<file path="config.mk">
export PLATFORM = sky130hd
export DESIGN_NAME = txe_top
export DESIGN_NICKNAME = d
export VERILOG_FILES = /design/src/txe_pkg.sv /design/src/txe_encoder.sv /design/src/txe_top.sv
export VERILOG_INCLUDE_DIRS = /design/src /design/src/src
export SDC_FILE = /design/constraint.sdc
export NUM_CORES = 1
export LEC_CHECK = 0
export ABC_AREA = 1
export CAP_MARGIN = 20
export CORE_MARGIN = 4
export CORE_UTILIZATION = 40
export CTS_CLUSTER_DIAMETER = 60
export CTS_CLUSTER_SIZE = 12
export DETAILED_ROUTE_END_ITERATION = 10
export DONT_BUFFER_PORTS = 1
export GPL_TIMING_DRIVEN = 0
export HOLD_SLACK_MARGIN = 0.05
export PLACE_DENSITY = 0.61
export SYNTH_ARGS = -nofsm -noshare
export SYNTH_HDL_FRONTEND = slang
export SYNTH_SLANG_ARGS = --single-unit
</file>
<file path="constraint.sdc">
create_clock -name clock -period 2.9 [get_ports clock]
set_clock_uncertainty 0.2 [all_clocks]
set_input_delay 0 -clock clock [delete_from_list [all_inputs] [get_ports clock]]
set_output_delay 0 -clock clock [all_outputs]
set_load 0.05 [all_outputs]
</file>
<file path="src/txe_regs.svh">
// register offsets, field positions, reset values and generator seed for the transmit encoder
// Function
// - async mode passes the synchronised data line straight to the modulator.
// - async mode drives the clock output as a divided host clock or time base.
// - gaussian and amplitude shaping stay selectable in async mode.
// - sync mode times every bit from the device's own divider.
// - sync mode raises the clock output to request each next bit.
// - line encoding is applied in sync mode.
// - encoder offers Manchester, diff Manchester, bi-phase space/mark, Miller, NRZ, PRBS9.
// - every encoded format can be level inverted.
// - a nine-stage generator yields pseudo-random test patterns.
// - status flags brownout, lock error, calibration error and parity error.
// - each configuration write stores a parity bit of the written value.
// - while transmitting, parity of each configuration register is rechecked continuously.
// - parity mismatch without a write sets the parity error flag.
// - any failure switches the power amplifier off.
`ifndef TXE_REGS_SVH
`define TXE_REGS_SVH
`define TXE_CFG_N        4
`define TXE_OFS_CTRL     3'h0
`define TXE_OFS_ENC      3'h1
`define TXE_OFS_BITDIV   3'h2
`define TXE_OFS_CLKDIV   3'h3
`define TXE_OFS_STATUS   3'h4
`define TXE_OFS_MASK     3'h5
`define TXE_OFS_STATE    3'h6
`define TXE_CTRL_TXEN    0
`define TXE_CTRL_SYNC    1
`define TXE_CTRL_GAUSS   2
`define TXE_CTRL_ASK     3
`define TXE_CTRL_CKEN    4
`define TXE_ENC_INV      3
`define TXE_STS_BROWN    0
`define TXE_STS_LOCK     1
`define TXE_STS_CAL      2
`define TXE_STS_PAR      3
`define TXE_RST_CFG      8'h00
`define TXE_RST_DIV      8'h07
`define TXE_PRBS_SEED    9'h1ff
`endif

</file>
<file path="src/txe_pkg.sv">
// types shared by the transmit encoder modules
package txe_pkg;
   typedef enum logic [2:0] {
      TXE_NRZ   = 3'h0,
      TXE_MAN   = 3'h1,
      TXE_DMAN  = 3'h2,
      TXE_BPS   = 3'h3,
      TXE_BPM   = 3'h4,
      TXE_MIL   = 3'h5,
      TXE_PRBS  = 3'h6
   } txe_code_t;
   typedef enum logic [3:0] {
      TXE_IDLE  = 4'h1,
      TXE_ASYNC = 4'h2,
      TXE_SYNC  = 4'h4,
      TXE_HALT  = 4'h8
   } txe_state_t;
   typedef struct packed {
      logic       invert;
      txe_code_t  code;
   } txe_enc_t;
endpackage : txe_pkg

</file>
<file path="src/txe_encoder.sv">
// line encoder: one NRZ bit in, two chips out
`timescale 1ns/1ns
`include "txe_regs.svh"
module txe_encoder (
   // clock and reset
   input  wire logic           clock,
   input  wire logic           rst,
   // chip timing
   input  wire logic           clr,
   input  wire logic           chip_en,
   input  wire logic           first,
   // data and format
   input  wire logic           bit_in,
   input  wire txe_pkg::txe_enc_t enc,
   output logic                chip_out
);
   logic       lvl;
   logic       cur_b;
   logic       prev_b;
   logic [8:0] prbs;
   logic       f_chip;
   logic       s_chip;
   logic       raw;
   wire        b  = first ? bit_in : cur_b;
   wire        fb = prbs[8] ^ prbs[4];
   // first-half chip per format
   always_comb
   begin
      unique case (enc.code)
         txe_pkg::TXE_MAN:  f_chip = b;
         txe_pkg::TXE_DMAN: f_chip = b ? lvl : ~lvl;
         txe_pkg::TXE_BPS,
         txe_pkg::TXE_BPM:  f_chip = ~lvl;
         txe_pkg::TXE_MIL:  f_chip = (~b & ~prev_b) ? ~lvl : lvl;
         txe_pkg::TXE_PRBS: f_chip = b ^ prbs[8];
         default:           f_chip = b;
      endcase
   end
   // second-half chip: mid transition decides the code
   always_comb
   begin
      unique case (enc.code)
         txe_pkg::TXE_MAN,
         txe_pkg::TXE_DMAN: s_chip = ~lvl;
         txe_pkg::TXE_BPS:  s_chip = b ? lvl : ~lvl;
         txe_pkg::TXE_BPM,
         txe_pkg::TXE_MIL:  s_chip = b ? ~lvl : lvl;
         txe_pkg::TXE_PRBS: s_chip = lvl;
         default:           s_chip = b;
      endcase
   end
   assign raw = first ? f_chip : s_chip;
   // lvl tracks the uninverted line so differential codes stay right
   always_ff @(posedge clock or posedge rst)
   begin
      if (rst)
      begin
         lvl      <= 1'b0;
         cur_b    <= 1'b0;
         prev_b   <= 1'b1;
         prbs     <= `TXE_PRBS_SEED;
         chip_out <= 1'b0;
      end
      else if (clr)
      begin
         lvl      <= 1'b0;
         prev_b   <= 1'b1;
         prbs     <= `TXE_PRBS_SEED;
         chip_out <= enc.invert;
      end
      else if (chip_en)
      begin
         lvl      <= raw;
         chip_out <= raw ^ enc.invert;
         if (first)
         begin
            cur_b <= bit_in;
            prbs  <= {prbs[7:0], fb};
         end
         else
            prev_b <= cur_b;
      end
   end
endmodule : txe_encoder

</file>
<file path="src/txe_top.sv">
// transmit data path: register port, bit timing, encoder, fail-safe monitor
`timescale 1ns/1ns
`include "txe_regs.svh"
module txe_top #(
   parameter int DIV_W = 8
) (
   // clock and reset
   input  wire logic       clock,
   input  wire logic       rst,
   // register port
   input  wire logic [2:0] addr,
   input  wire logic [7:0] wdata,
   input  wire logic       wr,
   input  wire logic       rd,
   output logic      [7:0] rdata,
   // host pins
   input  wire logic       sdio_in,
   output logic            clock_output_pin,
   // failure sources
   input  wire logic       brownout_in,
   input  wire logic       lock_err_in,
   input  wire logic       cal_err_in,
   input  wire logic       cfg_upset_in,
   // modulator, amplifier and interrupt
   output logic            mod_data,
   output logic            gauss_en,
   output logic            ask_shape_en,
   output logic            pa_enable,
   output logic            irq
);
   if (DIV_W < 2 || DIV_W > 8)
      $error("DIV_W must be 2..8");

   // two-stage synchronisers for all pin inputs
   logic [4:0] pin_s1;
   logic [4:0] pin_s2;
   logic       upset_d;
   wire  [4:0] pin_raw = {cfg_upset_in, cal_err_in, lock_err_in, brownout_in, sdio_in};
   wire        sdio_s  = pin_s2[0];
   wire  [2:0] hw_err  = pin_s2[3:1];
   wire        upset   = pin_s2[4] & ~upset_d;
   always_ff @(posedge clock or posedge rst)
   begin
      if (rst)
      begin
         pin_s1  <= 5'h00;
         pin_s2  <= 5'h00;
         upset_d <= 1'b0;
      end
      else
      begin
         pin_s1  <= pin_raw;
         pin_s2  <= pin_s1;
         upset_d <= pin_s2[4];
      end
   end

   // configuration registers with stored parity
   logic [7:0] cfg [`TXE_CFG_N];
   logic [`TXE_CFG_N-1:0] par;
   logic [`TXE_CFG_N-1:0] par_bad;
   logic       tx_act;
   wire        cfg_wr = wr && (addr < 3'(`TXE_CFG_N));
   genvar g;
   for (g = 0; g < `TXE_CFG_N; g++)
   begin : g_cfg
      wire hit = cfg_wr && (addr == 3'(g));
      // upset models a corrupting event on the low bit of the last register (clock divider) only
      wire hit_upset = upset && (g == `TXE_CFG_N - 1);
      always_ff @(posedge clock or posedge rst)
      begin
         if (rst)
         begin
            cfg[g] <= (g >= 2) ? `TXE_RST_DIV : `TXE_RST_CFG;
            par[g] <= (g >= 2) ? ^`TXE_RST_DIV : ^`TXE_RST_CFG;
         end
         else if (hit)
         begin
            cfg[g] <= wdata;
            par[g] <= ^wdata;
         end
         else if (hit_upset)
            cfg[g] <= cfg[g] ^ 8'h01;
      end
      assign par_bad[g] = tx_act && (par[g] != ^cfg[g]);
   end

   wire                 tx_en   = cfg[0][`TXE_CTRL_TXEN];
   wire                 sync_md = cfg[0][`TXE_CTRL_SYNC];
   wire                 ck_en   = cfg[0][`TXE_CTRL_CKEN];
   wire txe_pkg::txe_enc_t enc  = txe_pkg::txe_enc_t'(cfg[1][3:0]);
   wire [DIV_W-1:0]     bitdiv  = cfg[2][DIV_W-1:0];
   wire [DIV_W-1:0]     clkdiv  = cfg[3][DIV_W-1:0];

   // status, mask and interrupt
   logic [3:0] sts;
   logic [3:0] mask;
   wire  [3:0] ev      = {|par_bad, hw_err};
   wire        sts_wr  = wr && (addr == `TXE_OFS_STATUS);
   wire  [3:0] w1c     = sts_wr ? wdata[3:0] : 4'h0;
   wire  [3:0] next_sts = (sts & ~w1c) | ev;
   wire        fail    = |sts;
   always_ff @(posedge clock or posedge rst)
   begin
      if (rst)
      begin
         sts  <= 4'h0;
         mask <= 4'h0;
         irq  <= 1'b0;
      end
      else
      begin
         sts  <= next_sts;
         irq  <= |(next_sts & mask);
         if (wr && addr == `TXE_OFS_MASK)
            mask <= wdata[3:0];
      end
   end

   // transmit state machine
   txe_pkg::txe_state_t state;
   txe_pkg::txe_state_t next_state;
   always_comb
   begin
      next_state = state;
      unique case (state)
         txe_pkg::TXE_IDLE:
            if (tx_en && !fail)
               next_state = sync_md ? txe_pkg::TXE_SYNC : txe_pkg::TXE_ASYNC;
         txe_pkg::TXE_ASYNC:
            if (fail)
               next_state = txe_pkg::TXE_HALT;
            else if (!tx_en || sync_md)
               next_state = txe_pkg::TXE_IDLE;
         txe_pkg::TXE_SYNC:
            if (fail)
               next_state = txe_pkg::TXE_HALT;
            else if (!tx_en || !sync_md)
               next_state = txe_pkg::TXE_IDLE;
         txe_pkg::TXE_HALT:
            if (!fail && !tx_en)
               next_state = txe_pkg::TXE_IDLE;
      endcase
   end
   assign tx_act = (state == txe_pkg::TXE_ASYNC) || (state == txe_pkg::TXE_SYNC);
   wire in_sync  = state == txe_pkg::TXE_SYNC;
   wire in_async = state == txe_pkg::TXE_ASYNC;

   // device-timed chips: one chip every bitdiv+1 clocks, two per bit
   logic [DIV_W-1:0] chip_cnt;
   logic             half;
   logic             nxt_bit;
   wire              chip_en = in_sync && (chip_cnt == bitdiv);
   always_ff @(posedge clock or posedge rst)
   begin
      if (rst)
      begin
         chip_cnt <= '0;
         half     <= 1'b0;
         nxt_bit  <= 1'b0;
      end
      else if (!in_sync)
      begin
         chip_cnt <= '0;
         half     <= 1'b0;
      end
      else
      begin
         chip_cnt <= chip_en ? '0 : chip_cnt + 1'b1;
         if (chip_en)
            half <= ~half;
         // sampled half a bit after the request
         if (chip_en && !half)
            nxt_bit <= sdio_s;
      end
   end

   // encoder runs only in device-timed mode
   logic enc_chip;
   txe_encoder u_enc (
      .clock    (clock),
      .rst      (rst),
      .clr      (!in_sync),
      .chip_en  (chip_en),
      .first    (!half),
      .bit_in   (nxt_bit),
      .enc      (enc),
      .chip_out (enc_chip)
   );

   // clock output divider, free for the host outside sync mode
   logic [DIV_W-1:0] ck_cnt;
   logic             next_ck;
   wire              ck_tick = ck_en && (ck_cnt == clkdiv);
   always_comb
   begin
      next_ck = clock_output_pin;
      if (in_sync)
      begin
         if (chip_en)
            next_ck = half;
      end
      else if (!ck_en)
         next_ck = 1'b0;
      else if (ck_tick)
         next_ck = ~clock_output_pin;
   end

   // registered outputs
   always_ff @(posedge clock or posedge rst)
   begin
      if (rst)
      begin
         ck_cnt           <= '0;
         clock_output_pin <= 1'b0;
         mod_data         <= 1'b0;
         gauss_en         <= 1'b0;
         ask_shape_en     <= 1'b0;
         pa_enable        <= 1'b0;
         state            <= txe_pkg::TXE_IDLE;
      end
      else
      begin
         ck_cnt           <= (ck_tick || !ck_en) ? '0 : ck_cnt + 1'b1;
         clock_output_pin <= next_ck;
         state            <= next_state;
         pa_enable        <= tx_act && !fail && (next_state == state);
         gauss_en         <= cfg[0][`TXE_CTRL_GAUSS];
         ask_shape_en     <= cfg[0][`TXE_CTRL_ASK];
         if (in_async)
            mod_data <= sdio_s;
         else if (in_sync)
            mod_data <= enc_chip;
         else
            mod_data <= 1'b0;
      end
   end

   // register read, data one cycle after the strobe
   logic [7:0] rd_mux;
   always_comb
   begin
      rd_mux = 8'h00;
      if (addr < 3'(`TXE_CFG_N))
         rd_mux = cfg[addr[1:0]];
      else if (addr == `TXE_OFS_STATUS)
         rd_mux = {4'h0, sts};
      else if (addr == `TXE_OFS_MASK)
         rd_mux = {4'h0, mask};
      else if (addr == `TXE_OFS_STATE)
         rd_mux = {2'h0, pa_enable, clock_output_pin, state};
   end
   always_ff @(posedge clock or posedge rst)
   begin
      if (rst)
         rdata <= 8'h00;
      else
         rdata <= rd ? rd_mux : 8'h00;
   end
endmodule : txe_top

</file>
Word level (Yosys, flattened, before mapping)
Index checks and enable logic that the tools add are counted.
- bits in registers: 104
- input bits: 20
- output and inout bits: 14
- word-level logic and storage cells: 171
- add/subtract/negate cells: 2
- magnitude comparators: 2
- equal/unequal tests: 27
- multiplexer cells: 47
- bitwise operators: 17
- reduce and logical (&&, ||, !) cells: 45
- operators by type and width (operator ; number):
    $mux W8 ; 9
    $reduce_xor A8 Y1 ; 5
    $mux W4 ; 7
    $mux W9 ; 3
    $mux W1 ; 21
    $eq A3 B3 Y1 const B ; 6
    $logic_and A1 B1 Y1 ; 18
    $add A8 B1 Y8 const B ; 2
    $bmux W8 S2 ; 1
    $eq A8 B8 Y1 ; 2
    $pmux W4 S4 ; 1
    $eq A3 B2 Y1 const B ; 4
    $mux W6 ; 2
    $reduce_or A4 Y1 ; 3
    $reduce_and A2 Y1 ; 5
    $and A4 B4 Y4 ; 2
    $pmux W1 S4 ; 2
    $not A1 Y1 ; 7
    $eq A3 B1 Y1 const B ; 2
    $reduce_or A2 Y1 ; 3
    $logic_not A1 Y1 ; 5
    $eq A4 B1 Y1 const B ; 1
    $eq A4 B2 Y1 const B ; 1
    $eq A4 B3 Y1 const B ; 1
    17 further kinds ; 27

Depth between registers and ports, before layout
Gate-level depths: netlist of run 1.
- depth in word-level cells: 9
- mapped depth: 14
- gate-level depth less buffers: 14

Modules after synthesis
A second synthesis of run 1 with hierarchy kept.
- cells, all modules: 641
- area total of the unflattened synthesis: 5313.8 um^2
- by module, submodules not included (module ; instances ; cells an instance ; area each (um^2) ; sequential area each (um^2)):
    txe_top ; 1 ; 533 ; 4518.1 ; 2288.4
    txe_encoder ; 1 ; 108 ; 795.8 ; 337.8

Worst setup path after synthesis of run 1
No wires, ideal clock.
- path type: flip-flop to flip-flop
- from: reg cfg[16] (netlist name)
- to: reg irq
- setup time: 0.119 ns
- arrival time: 1.459 ns
- slack: 1.122 ns
- stages on the path, launching flop included: 14
- path buffers: 0
- period minus slack after synthesis: 1.778 ns
- path through: dfrtp_1 -> inv_1 -> ha_1 -> xor2_1 -> nand2_1 -> nand2_1 -> nand2_1 -> nand2_1 -> nor2_1 -> nand3_1 -> nand2_1 -> nand2_1 -> nand2_1 -> nand2_1
- longest elaborated chain between the ends: 7
- ends and longest elaborated chain (item ; line ; RTL):
    start: declaration ; txe_top.sv:59 ; logic [7:0] cfg [`TXE_CFG_N];
    start signal: indexed assignment ; txe_top.sv:74 ; cfg[g] <= (g >= 2) ? `TXE_RST_DIV : `TXE_RST_CFG;
    start signal: indexed assignment ; txe_top.sv:79 ; cfg[g] <= wdata;
    start signal: indexed assignment ; txe_top.sv:83 ; cfg[g] <= cfg[g] ^ 8'h01;
    $reduce_xor A8 Y1 ; txe_top.sv:85 ; assign par_bad[g] = tx_act && (par[g] != ^cfg[g]);
    $ne A1 B1 Y1 ; txe_top.sv:85 ;
    $logic_and A1 B1 Y1 ; txe_top.sv:85 ;
    $reduce_or A4 Y1 ; txe_top.sv:98 ; wire [3:0] ev = {|par_bad, hw_err};
    $or A4 B4 Y4 ; txe_top.sv:101 ; wire [3:0] next_sts = (sts & ~w1c) | ev;
    net next_sts[3] ; txe_top.sv:101 ;
    $and A4 B4 Y4 ; txe_top.sv:114 ; irq <= |(next_sts & mask);
    $reduce_or A4 Y1 ; txe_top.sv:114 ;
    end signal: assignment ; txe_top.sv:114 ;
    end: declaration ; txe_top.sv:29 ; output logic irq
The timed path passes the listed nets, and every way through them passes these cells.
A chain may end at the register's enable or synchronous reset.

Worst setup path after layout of run 1
- from: in addr[2]
- to: reg cfg (netlist bit clkdiv[6])
- longest elaborated chain between the ends: 3
- elaborated cells on any way between the ends: 4
- classes of those cells: order compare: 1; eq/ne: 1; reduce/logical: 2
- ends and longest elaborated chain (item ; line ; RTL):
    start: declaration ; txe_top.sv:11 ; input wire logic [2:0] addr,
    $lt A3 B3 Y1 ; txe_top.sv:63 ; wire cfg_wr = wr && (addr < 3'(`TXE_CFG_N));
    $logic_and A1 B1 Y1 ; txe_top.sv:63 ;
    $logic_and A1 B1 Y1 (*) ; txe_top.sv:67 ; wire hit = cfg_wr && (addr == 3'(g));
Every way passes the cells marked *; elsewhere a longest branch is shown, timed or not.

==> impl_metrics.json, run 1 <==
{
  "insertion_delay_ns": 0.35,
  "wire_per_inst_um": 14.8,
  "routed_wirelength_um": 13200,
  "p_leak_nw": 3.01,
  "slew_headroom_pct": 60.8,
  "ys_ff_latch": 104,
  "ff2ff_path_depth": 13,
  "grt_overflow_total": 0,
  "row_count": 42,
  "end_kind": "register",
  "critical_path_class": "in -> reg",
  "post-cts-setup-buffers": 0,
  "min_from": "wdata[4]",
  "avgSynthCellArea_um2": 8.11,
  "setup_violations": 0,
  "drtIter0Drc": 381,
  "ant_nets": 0,
  "rr_startpoint": "cfg[16]",
  "drc_errors": 0,
  "min_path_type": "in -> reg",
  "crit_path_start_kind": "input port",
  "r2r_slack_ns": 0.75,
  "layout.nets": 738,
  "power_w": 0.00401,
  "slew_violations": 0,
  "fp.dieArea_um2": 15400,
  "antenna_found_initial": 0,
  "grt_pass1_vias": 4477,
  "cts-htree-levels": 3,
  "hold_depth": 5,
  "crit_chain": "dlygate4sd3_1 > nor2_1 > nand3_1 > clkbuf_1 > o21ai_0 > dlygate4sd3_1",
  "hold_viol_final": 0,
  "dieHeight_um": 124,
  "worstPathArrival_ns": 2.45,
  "n_fill_cell": 1326,
  "synth_largest_area_cell": "dfrtp_1",
  "critPathMaxFanout": 10,
  "cts-root-buf": "clkbuf_16",
  "synth_most_common_cell": "nand2_1",
  "synth_edf_count": 0,
  "crit_top_cell": "dlygate4sd3_1",
  "grt_pass1_wl_um": 22100,
  "setup_tns_ns": 0,
  "yosys_most_used_dff": "dfrtp_1",
  "min_to": "par[2]",
  "maxCapViolations": 0,
  "yosysWarningCount": 0,
  "tightest_slew_ns": 0.583,
  "dp_hpwl_um": 9720,
  "synthDominantCellAreaShare_pct": 39.5,
  "rsz0062_at_grt": "false",
  "status": "finished clean",
  "slowest_delay_ns": 0.63,
  "ys_seq_area_share_pct": 48.7,
  "worst_ep_required_time_ns": 2.98,
  "fin_crit_sh_pct": 81.9,
  "postCtsResizedCells": 0,
  "seqCellArea_um2": 2630,
  "diodes": 0,
  "multi_input_area_um2": 2340,
  "synth_area_um2": 5390,
  "io_pins": 34,
  "async_flop_share_pct": 100,
  "cts_buffers": 9,
  "drive_gt1_share_pct": 8.67,
  "area_growth_pct": 15.8,
  "grt.total_usage_pct": 18.9,
  "crit_buf_inv": 3,
  "via_count": 4463,
  "synth_area_leaders": "dfrtp_1 39%, nand2_1 13%, dfstp_2 9.3%",
  "finalCriticalPeriod_ns": 2.38,
  "placement.io_buffers": 0,
  "syn_inst": 665,
  "die_w_um": 124,
  "first_pass_iters": 5,
  "path_clk_slew_ns": 0.06,
  "power_density_nw_per_um2": 643,
  "irDropWorstVdd_mv": 0.406,
  "gp_congestion": 0.889,
  "syn_nets": 693,
  "cts_tree": "built",
  "synth_cell_types": 46,
  "clock_path_buffers": 2,
  "path_delay_family": "buffers and inverters",
  "start_util_pct": 40.7,
  "synthTopCellsByCount": "181 x nand2_1, 91 x inv_1, 85 x dfrtp_1, 62 x o21ai_0, 40 x nor2_1",
  "avgViaCountPerCell": 5.01,
  "max_freq_ghz": 0.421,
  "clock-sinks": 104,
  "coreArea_um2": 13200,
  "grt_max_degree": 42,
  "cp_slowest_cell": "dlygate4sd3_1",
  "reg2reg_to": "irq"
}
## layout by cell type, fill, tap and decap left out, types with 3 or more instances in the layout
master           n
a31oi_1          4
ha_1             8
nand2_2          4
a22oi_1         10
dfstp_2         19
clkbuf_16        9
nand4_1          4
nor4_1           3
o21ai_1          4
o22ai_1          7
inv_2            5
a211oi_1         3
dfrtp_1         85
nor3_1          12
a21oi_1         16
buf_4            3
nand3_1         35
o21ai_0         62
nand2_1        181
inv_1           90
xnor2_1         16
clkbuf_1         8
nor2_1          40
dlygate4sd3_1   32
xor2_1          18
## stage by stage
step / util (%) / hold WS [ns] / cell area, um2 / setup WS (ns) / cells
after floorplan: - / -0.169 / 5400 / 1.12 / 665
after global placement: 42.4 / -0.169 / 5620 / 0.836 / 841
after detailed placement: 42.7 / -0.196 / 5660 / 0.802 / 843
after CTS: 47.1 / 0.0557 / 6240 / 0.669 / 891
after global routing: 47.1 / 0.0900 / 6240 / 0.376 / 891
final: 47.1 / 0.0495 / 6240 / 0.525 / 891
## repair_timing
action / 4_1_cts / 5_1_grt
endpoints found under the setup margin: 0 / 0
hold buffers: 32 / 0
endpoints found under the hold margin: 115 / 0
## metal layers
layer / global-route usage (%) / vias up / part of all wire [%]
met1: 24.4 / 2095 / 45
met5: 0 / - / 0
li1: - / 2236 / -
met3: 6.40 / 17 / 7.0
met2: 29.9 / 115 / 46
met4: 6.02 / 0 / 2.0
## worst register-to-register path: stages, from the launching register on
cell and delay [ns]:
dfrtp_1 0.39, inv_1 0.10, ha_1 0.35, xor2_1 0.16, nand2_1 0.09, nand2_1 0.06, nand2_1 0.08, nand2_1 0.06
nor2_1 0.15, nand3_1 0.14, nand2_1 0.10, nand2_1 0.06, nand2_1 0.06, nand2_1 0.04
## power breakdown
part           switching [W]  total (W)  internal (W)
clock network       0.000519    0.00112      0.000604
registers           0.000271    0.00191       0.00164
logic               0.000592   0.000981      0.000390
## area by class of cell
cell class | instances | share of cell area, %
sequential | 104 | 42.1
multi-input combinational | 453 | 37.4
inverter | 97 | 5.93
timing repair buffer | 34 | 5.77
clock buffer | 13 | 4.01
tap | 176 | 3.53
buffer | 11 | 1.00
clock inverter | 3 | 0.281
## worst max path at each step
stage               startpoint   endpoint  cells after the start
floorplan              cfg[16]        irq                     13
global placement       cfg[16]        irq                     13
detailed placement     cfg[16]        irq                     13
CTS                    addr[2]  clkdiv[4]                      6
global route           addr[2]  clkdiv[6]                      6
finish                 addr[2]  clkdiv[6]                      6
## flip-flops by register name, summed over array words and instances, names as in the netlist, 4 cells and up
register,flops
mask,4
sts,4
pin_s1,5
pin_s2,5
state,4
chip_cnt,8
cfg,16
u_enc.prbs,9
clkdiv,8
ck_cnt,8
par,4
bitdiv,8
rdata,8
## kinds of logic (layout without fill, tap and decap cells)
family	count (synthesis)	in the layout	share of synthesized area (%)
compound gates	114	114	12.0
xor+xnor	34	34	5.52
fa+ha+maj	8	8	1.86
buf+inv	108	158	7.96
flops	104	104	48.7
simple gates	297	297	23.9
Power figures use the tool's default switching activity.
==> inputs of run 2 (changes only) <==
--- a/config.mk
+++ b/config.mk
@@ -16,7 +16,7 @@
 export DONT_BUFFER_PORTS = 1
 export GPL_TIMING_DRIVEN = 0
 export HOLD_SLACK_MARGIN = 0.05
-export PLACE_DENSITY = 0.61
+export PLACE_DENSITY = 0.59
 export SYNTH_ARGS = -nofsm -noshare
 export SYNTH_HDL_FRONTEND = slang
 export SYNTH_SLANG_ARGS = --single-unit
==> constraint.sdc (replaced) <==
create_clock -name clock -period 2.3 [get_ports clock]
set_clock_uncertainty 0.2 [all_clocks]
set_input_delay 0 -clock clock [delete_from_list [all_inputs] [get_ports clock]]
set_output_delay 0 -clock clock [all_outputs]
set_load 0.05 [all_outputs]
==> run 2 against run 1 <==
Non-clock buffer count is 1 lower. Sequential power increased by 26%. Register-to-register slack lost 0.63 ns. Critical path depth grew 7. First-iteration DRC count is 19% lower. Worst hold slack gained 0.026 ns. Final area is 1.3% higher. Clock power rose by 59%. Worst setup slack worse by 0.40 ns.
==> impl_metrics.json, run 2 (synthesis results as in run 1) <==
{
  "crit_top_cell": "nand2_1",
  "tightest_slew_ns": 0.546,
  "slew_violations": 0,
  "fin_crit_sh_pct": 94.7,
  "cp_slowest_cell": "dfrtp_1",
  "gp_congestion": 0.918,
  "final_common_cell": "nand2_1",
  "area_growth_pct": 17.3,
  "status": "finished clean",
  "wire_per_inst_um": 14.9,
  "io_pins": 34,
  "n_fill_cell": 1259,
  "whs_ns": 0.0751,
  "r2r_slack_ns": 0.12,
  "grt_overflow_total": 0,
  "fin_cells": 890,
  "min_path_type": "in -> reg",
  "final_cell_mix": "180 x nand2_1, 90 x inv_1, 85 x dfrtp_1",
  "critPathMaxFanout": 4,
  "reg2reg_to": "irq",
  "rr_startpoint": "cfg[16]",
  "end_kind": "register",
  "routed_wirelength_um": 13200,
  "drc_errors": 0,
  "largest_reg_flops": 16,
  "cts-root-buf": "clkbuf_16",
  "cts_buffers": 9,
  "crit_chain": "inv_1 > ha_1 > xor2_1 > nand2_1 > nand2_1 > nand2_1 > nand2_1 > nor2_1 > nand3_1 > nand2_1 > nand2_1 > nand2_1 > nand2_1",
  "irDropWorstVdd_mv": 0.487,
  "dp.cells": 844,
  "max_freq_ghz": 0.459,
  "worst_ep_required_time_ns": 2.34,
  "finalCriticalPeriod_ns": 2.18,
  "layout.nets": 737,
  "path_delay_family": "simple AND/OR/NAND/NOR gates",
  "crit_buf_inv": 1,
  "max_flop_register": "cfg",
  "rsz0062_at_grt": "false",
  "drtIter0Drc": 308,
  "insertion_delay_ns": 0.35,
  "top_regs": "cfg: 16 flops, u_enc.prbs: 9 flops",
  "cts_tree": "built",
  "die_w_um": 124,
  "cts-htree-levels": 3,
  "slowest_delay_ns": 0.40,
  "fp.dieArea_um2": 15400,
  "grt_pass1_vias": 4342,
  "antenna_found_initial": 0,
  "power_density_nw_per_um2": 857,
  "hold_viol_final": 0,
  "diodes": 0,
  "ant_nets": 0,
  "worstPathArrival_ns": 2.22,
  "dp_hpwl_um": 9810,
  "via_count": 4481,
  "post-cts-setup-buffers": 0,
  "crit_path_start_kind": "register",
  "ff2ff_path_depth": 13,
  "avgViaCountPerCell": 5.03,
  "clock-sinks": 104,
  "grt_max_degree": 36,
  "row_count": 42,
  "grt.total_usage_pct": 18.6,
  "clock_path_buffers": 2,
  "placement.io_buffers": 0,
  "hold_depth": 5,
  "min_to": "par[2]",
  "grt_pass1_wl_um": 21800,
  "first_pass_iters": 5,
  "slew_headroom_pct": 63.2,
  "setup_tns_ns": 0,
  "start_util_pct": 40.7,
  "p_leak_nw": 3.04,
  "path_clk_slew_ns": 0.07,
  "min_from": "wdata[6]",
  "coreArea_um2": 13200,
  "critical_path_class": "reg -> reg",
  "maxCapViolations": 0,
  "setup_violations": 0,
  "drive_gt1_share_pct": 9.52,
  "dieHeight_um": 124
}
## run 2: cell types whose count changed in the layout (fill, tap and decap cells not counted)
cell	previous run	this run
bufinv_16	0	3
clkbuf_1	8	5
dlygate4sd3_1	32	30
buf_12	2	3
clkbuf_8	1	0
clkinv_2	2	1
clkinvlp_4	2	3
inv_6	0	1
nand2_1	181	180
nand2_2	4	5
nor2_1	40	39
nor2_2	1	2
## run 2: worst max-delay path by stage
stage | to | cells past startpoint | startpoint
floorplan | irq | 13 | cfg[16]
global placement | irq | 13 | cfg[16]
detailed placement | irq | 13 | cfg[16]
CTS | irq | 11 | addr[1]
global route | irq | 12 | cfg[17]
finish | irq | 13 | cfg[16]
## run 2: per-stage QoR
step / instance area, um2 / setup WS, ns / utilization [%] / power (W)
finish: 6320 / 0.122 / 47.8 / 0.00542
global route: 6320 / 0.0247 / 47.8 / 0.00576
CTS: 6330 / 0.00400 / 47.8 / 0.00544
detailed placement: 5680 / 0.167 / 42.9 / 0.00361
global placement: 5620 / 0.241 / 42.4 / 0.00356
floorplan: 5400 / 0.522 / - / 0.00329
## run 2: layer usage
| metal | wire (um) | GRT usage, % |
|---|---|---|
| met4 | 183 | 4.79 |
| met1 | 6420 | 26.4 |
| met3 | 655 | 4.54 |
| met2 | 5970 | 28.7 |
| met5 | 0 | 0 |
## run 2: power breakdown
part / internal, W / switching [W] / total (W)
Clock: 0.00107 / 0.000714 / 0.00178
Sequential: 0.00207 / 0.000337 / 0.00240
Combinational: 0.000490 / 0.000745 / 0.00123
Total: 0.00362 / 0.00180 / 0.00542
## run 2: layout make-up
class                           count  area (um2)  share of cell area [%]
Clock buffer                        9         225                    3.56
Buffer                             11        62.6                   0.989
Inverter                           97         370                    5.86
Clock inverter                      7         119                    1.88
Timing Repair Buffer               33         360                    5.70
Sequential cell                   104        2630                    41.5
Tap cell                          176         220                    3.48
Multi-Input combinational cell    453        2340                    37.0
## run 2: repair_timing
item	4_1_cts	5_1_grt
hold buffers	31	0
endpoints found under the setup margin	0	2
resized for setup	0	2
endpoints found under the hold margin	150	0
## run 2: worst min-delay path, stage by stage
cell	delay, ns
xor2_1	0.06
xnor2_1	0.17
xnor2_1	0.07
inv_1	0.20
o21ai_0	0.12
==> inputs of run 3 (changes only) <==
--- a/config.mk
+++ b/config.mk
@@ -17,6 +17,8 @@
 export GPL_TIMING_DRIVEN = 0
 export HOLD_SLACK_MARGIN = 0.05
 export PLACE_DENSITY = 0.59
+export SETUP_SLACK_MARGIN = 0.5
+export SLEW_MARGIN = 40
 export SYNTH_ARGS = -nofsm -noshare
 export SYNTH_HDL_FRONTEND = slang
 export SYNTH_SLANG_ARGS = --single-unit
==> run 3 against run 2 <==
Via count up 5.2%. Combinational power rose by 17%. Die area unchanged. Largest cell class unchanged. Wire length rose by 6.4%. Worst setup slack improved by 0.24 ns. Final area rose by 8.9%. First-iteration DRC count is 14% higher. Power fell by 2.4%. Sequential share of layout area shrank 3.3 points.
==> impl_metrics.json, run 3 (synthesis results as in run 1) <==
{
  "routed_wirelength_um": 14100,
  "grt_overflow_total": 0,
  "path_clk_slew_ns": 0.07,
  "drive_gt1_share_pct": 18.7,
  "p_leak_nw": 3.25,
  "crit_path_start_kind": "register",
  "maxCapViolations": 0,
  "max_flop_register": "cfg",
  "grt.total_usage_pct": 19.5,
  "avgViaCountPerCell": 5.09,
  "antenna_found_initial": 0,
  "top_regs": "cfg: 16 flops, u_enc.prbs: 9 flops",
  "setup_violations": 0,
  "min_path_type": "in -> async",
  "drtIter0Drc": 350,
  "fp.dieArea_um2": 15400,
  "finalCriticalPeriod_ns": 1.94,
  "routed.top_layer": "met4",
  "ff2ff_path_depth": 13,
  "layout.nets": 773,
  "dp_hpwl_um": 9870,
  "insertion_delay_ns": 0.36,
  "status": "finished clean",
  "tightest_slew_ns": 0.581,
  "wl_met1_um": 6750,
  "placement.io_buffers": 0,
  "wire_per_inst_um": 15.2,
  "io_pins": 34,
  "irDropWorstVdd_mv": 0.456,
  "p_sw_w": 0.00184,
  "clock-sinks": 104,
  "crit_top_cell": "nand2_1",
  "n_fill_cell": 1235,
  "rsz0062_at_grt": "true",
  "crit_chain": "inv_2 > ha_4 > xor2_1 > nand2_1 > nand2_1 > nand2_1 > nand2_1 > nor2_2 > nand3_2 > nand2_1 > nand2_1 > nand2_1 > nand2_1",
  "final_cell_mix": "171 x nand2_1, 84 x inv_1, 82 x dfrtp_1",
  "diodes": 0,
  "grt_pass1_vias": 4545,
  "combPwrFrac_pct": 27.3,
  "via_count": 4716,
  "cts_tree": "built",
  "ant_nets": 0,
  "place_ws_ns": 0.159,
  "clock_path_buffers": 2,
  "start_util_pct": 40.7,
  "cts_buffers": 9,
  "p_int_w": 0.00345,
  "dr_wl_met3_um": 664,
  "switching_share_pct": 34.8,
  "hold_viol_final": 0,
  "slowest_delay_ns": 0.40,
  "final_common_cell": "nand2_1",
  "cp_slowest_cell": "dfrtp_1",
  "worstPathArrival_ns": 1.98,
  "grt_max_degree": 26,
  "first_pass_iters": 5,
  "slew_violations": 0,
  "pwr-share-seq_pct": 45.4,
  "fin_ws_ns": 0.361,
  "cts-root-buf": "clkbuf_16",
  "row_count": 42,
  "power_density_nw_per_um2": 768,
  "max_freq_ghz": 0.516,
  "wl_met2_um": 6360,
  "largest_reg_flops": 16,
  "fin_crit_sh_pct": 84.3,
  "worst_ep_required_time_ns": 2.34,
  "drc_errors": 0,
  "gp_congestion": 0.918,
  "p_clk_share_pct": 27.3,
  "coreArea_um2": 13200,
  "area_growth_pct": 27.7,
  "dieHeight_um": 124,
  "die_w_um": 124,
  "critical_path_class": "reg -> reg",
  "grt_pass1_wl_um": 23100,
  "cts-htree-levels": 3,
  "critPathMaxFanout": 3,
  "setup_tns_ns": 0,
  "slew_headroom_pct": 61.1,
  "end_kind": "register"
}
-- run 3: changes by cell type in the layout (fill, tap and decap cells not counted), moves of 5 or more --
cell and change:
nand2_2 +6, nand2_1 -9, inv_2 +5, o21ai_0 -5
buf_4 +17, o21ai_2 +5, dlygate4sd3_1 +9, a22oi_1 -9
a22oi_2 +9, inv_1 -6
-- run 3: metal layers --
layer | vias up | global-route usage (%)
met2 | 106 | 29.5
met1 | 2279 | 28.3
met5 | - | 0
met3 | 18 | 2.82
met4 | 0 | 7.53
li1 | 2313 | -
-- run 3: power by group through the flow --
stage / Clock (W) / Combinational, W / Sequential, W
after floorplan: 0 / 0.000922 / 0.00236
after global placement: 0 / 0.00113 / 0.00243
after detailed placement: 0 / 0.00118 / 0.00244
after CTS: 0.00147 / 0.00136 / 0.00240
after global routing: 0.00156 / 0.00164 / 0.00244
final: 0.00145 / 0.00144 / 0.00240
-- run 3: final cells by class --
type	instances	area, um2	share of cell area [%]
clock inverters	3	18.8	0.273
plain buffers	11	66.3	0.963
repair buffers	68	732	10.6
repair inverters	1	7.51	0.109
well taps	176	220	3.20
multi-input cells	453	2580	37.5
clock buffers	13	250	3.63
flip-flops and latches	104	2630	38.2
inverters	97	378	5.49
-- run 3: per-stage QoR --
step	total power [W]	utilization, %	cells	area [um2]	hold WS (ns)
after floorplan	0.00329	-	665	5400	-0.169
after global placement	0.00356	42.4	841	5620	-0.169
after detailed placement	0.00362	43.1	845	5710	-0.310
after CTS	0.00523	49.9	915	6600	0.0569
after global routing	0.00564	52.0	926	6890	0.0785
final	0.00529	52.0	926	6890	0.0472
-- run 3: critical path, delay by kind of cell, from the launching register on --
| kind | cells | cell delay (ns) |
|---|---|---|
| and+or+nand+nor | 10 | 0.79 |
| xor gates and xnor gates | 1 | 0.14 |
| adders and majority gates | 1 | 0.21 |
| DFF | 1 | 0.40 |
| buffers and inverters | 1 | 0.09 |
-- run 3: repair_timing --
action | CTS | global route
pin swaps | 13 | 21
hold endpoints to repair | 161 | 0
buffers inserted | 12 | 11
endpoints found under the setup margin | 17 | 37
gates cloned | 1 | 0
hold buffers | 41 | 0
gates resized for setup | 28 | 48
-- run 3: worst paths after layout --
path	to	startpoint	slack, ns
setup / recovery	irq	cfg[17]	0.36
hold / removal	pin_s1[1]	rst	0.05
setup reg to reg	irq	cfg[17]	0.36
hold reg to reg	pin_s2[2]	pin_s1[2]	0.15
max in group asynchronous	chip_cnt[5]	rst	0.83
min in group clock	par[3]	wdata[1]	0.06
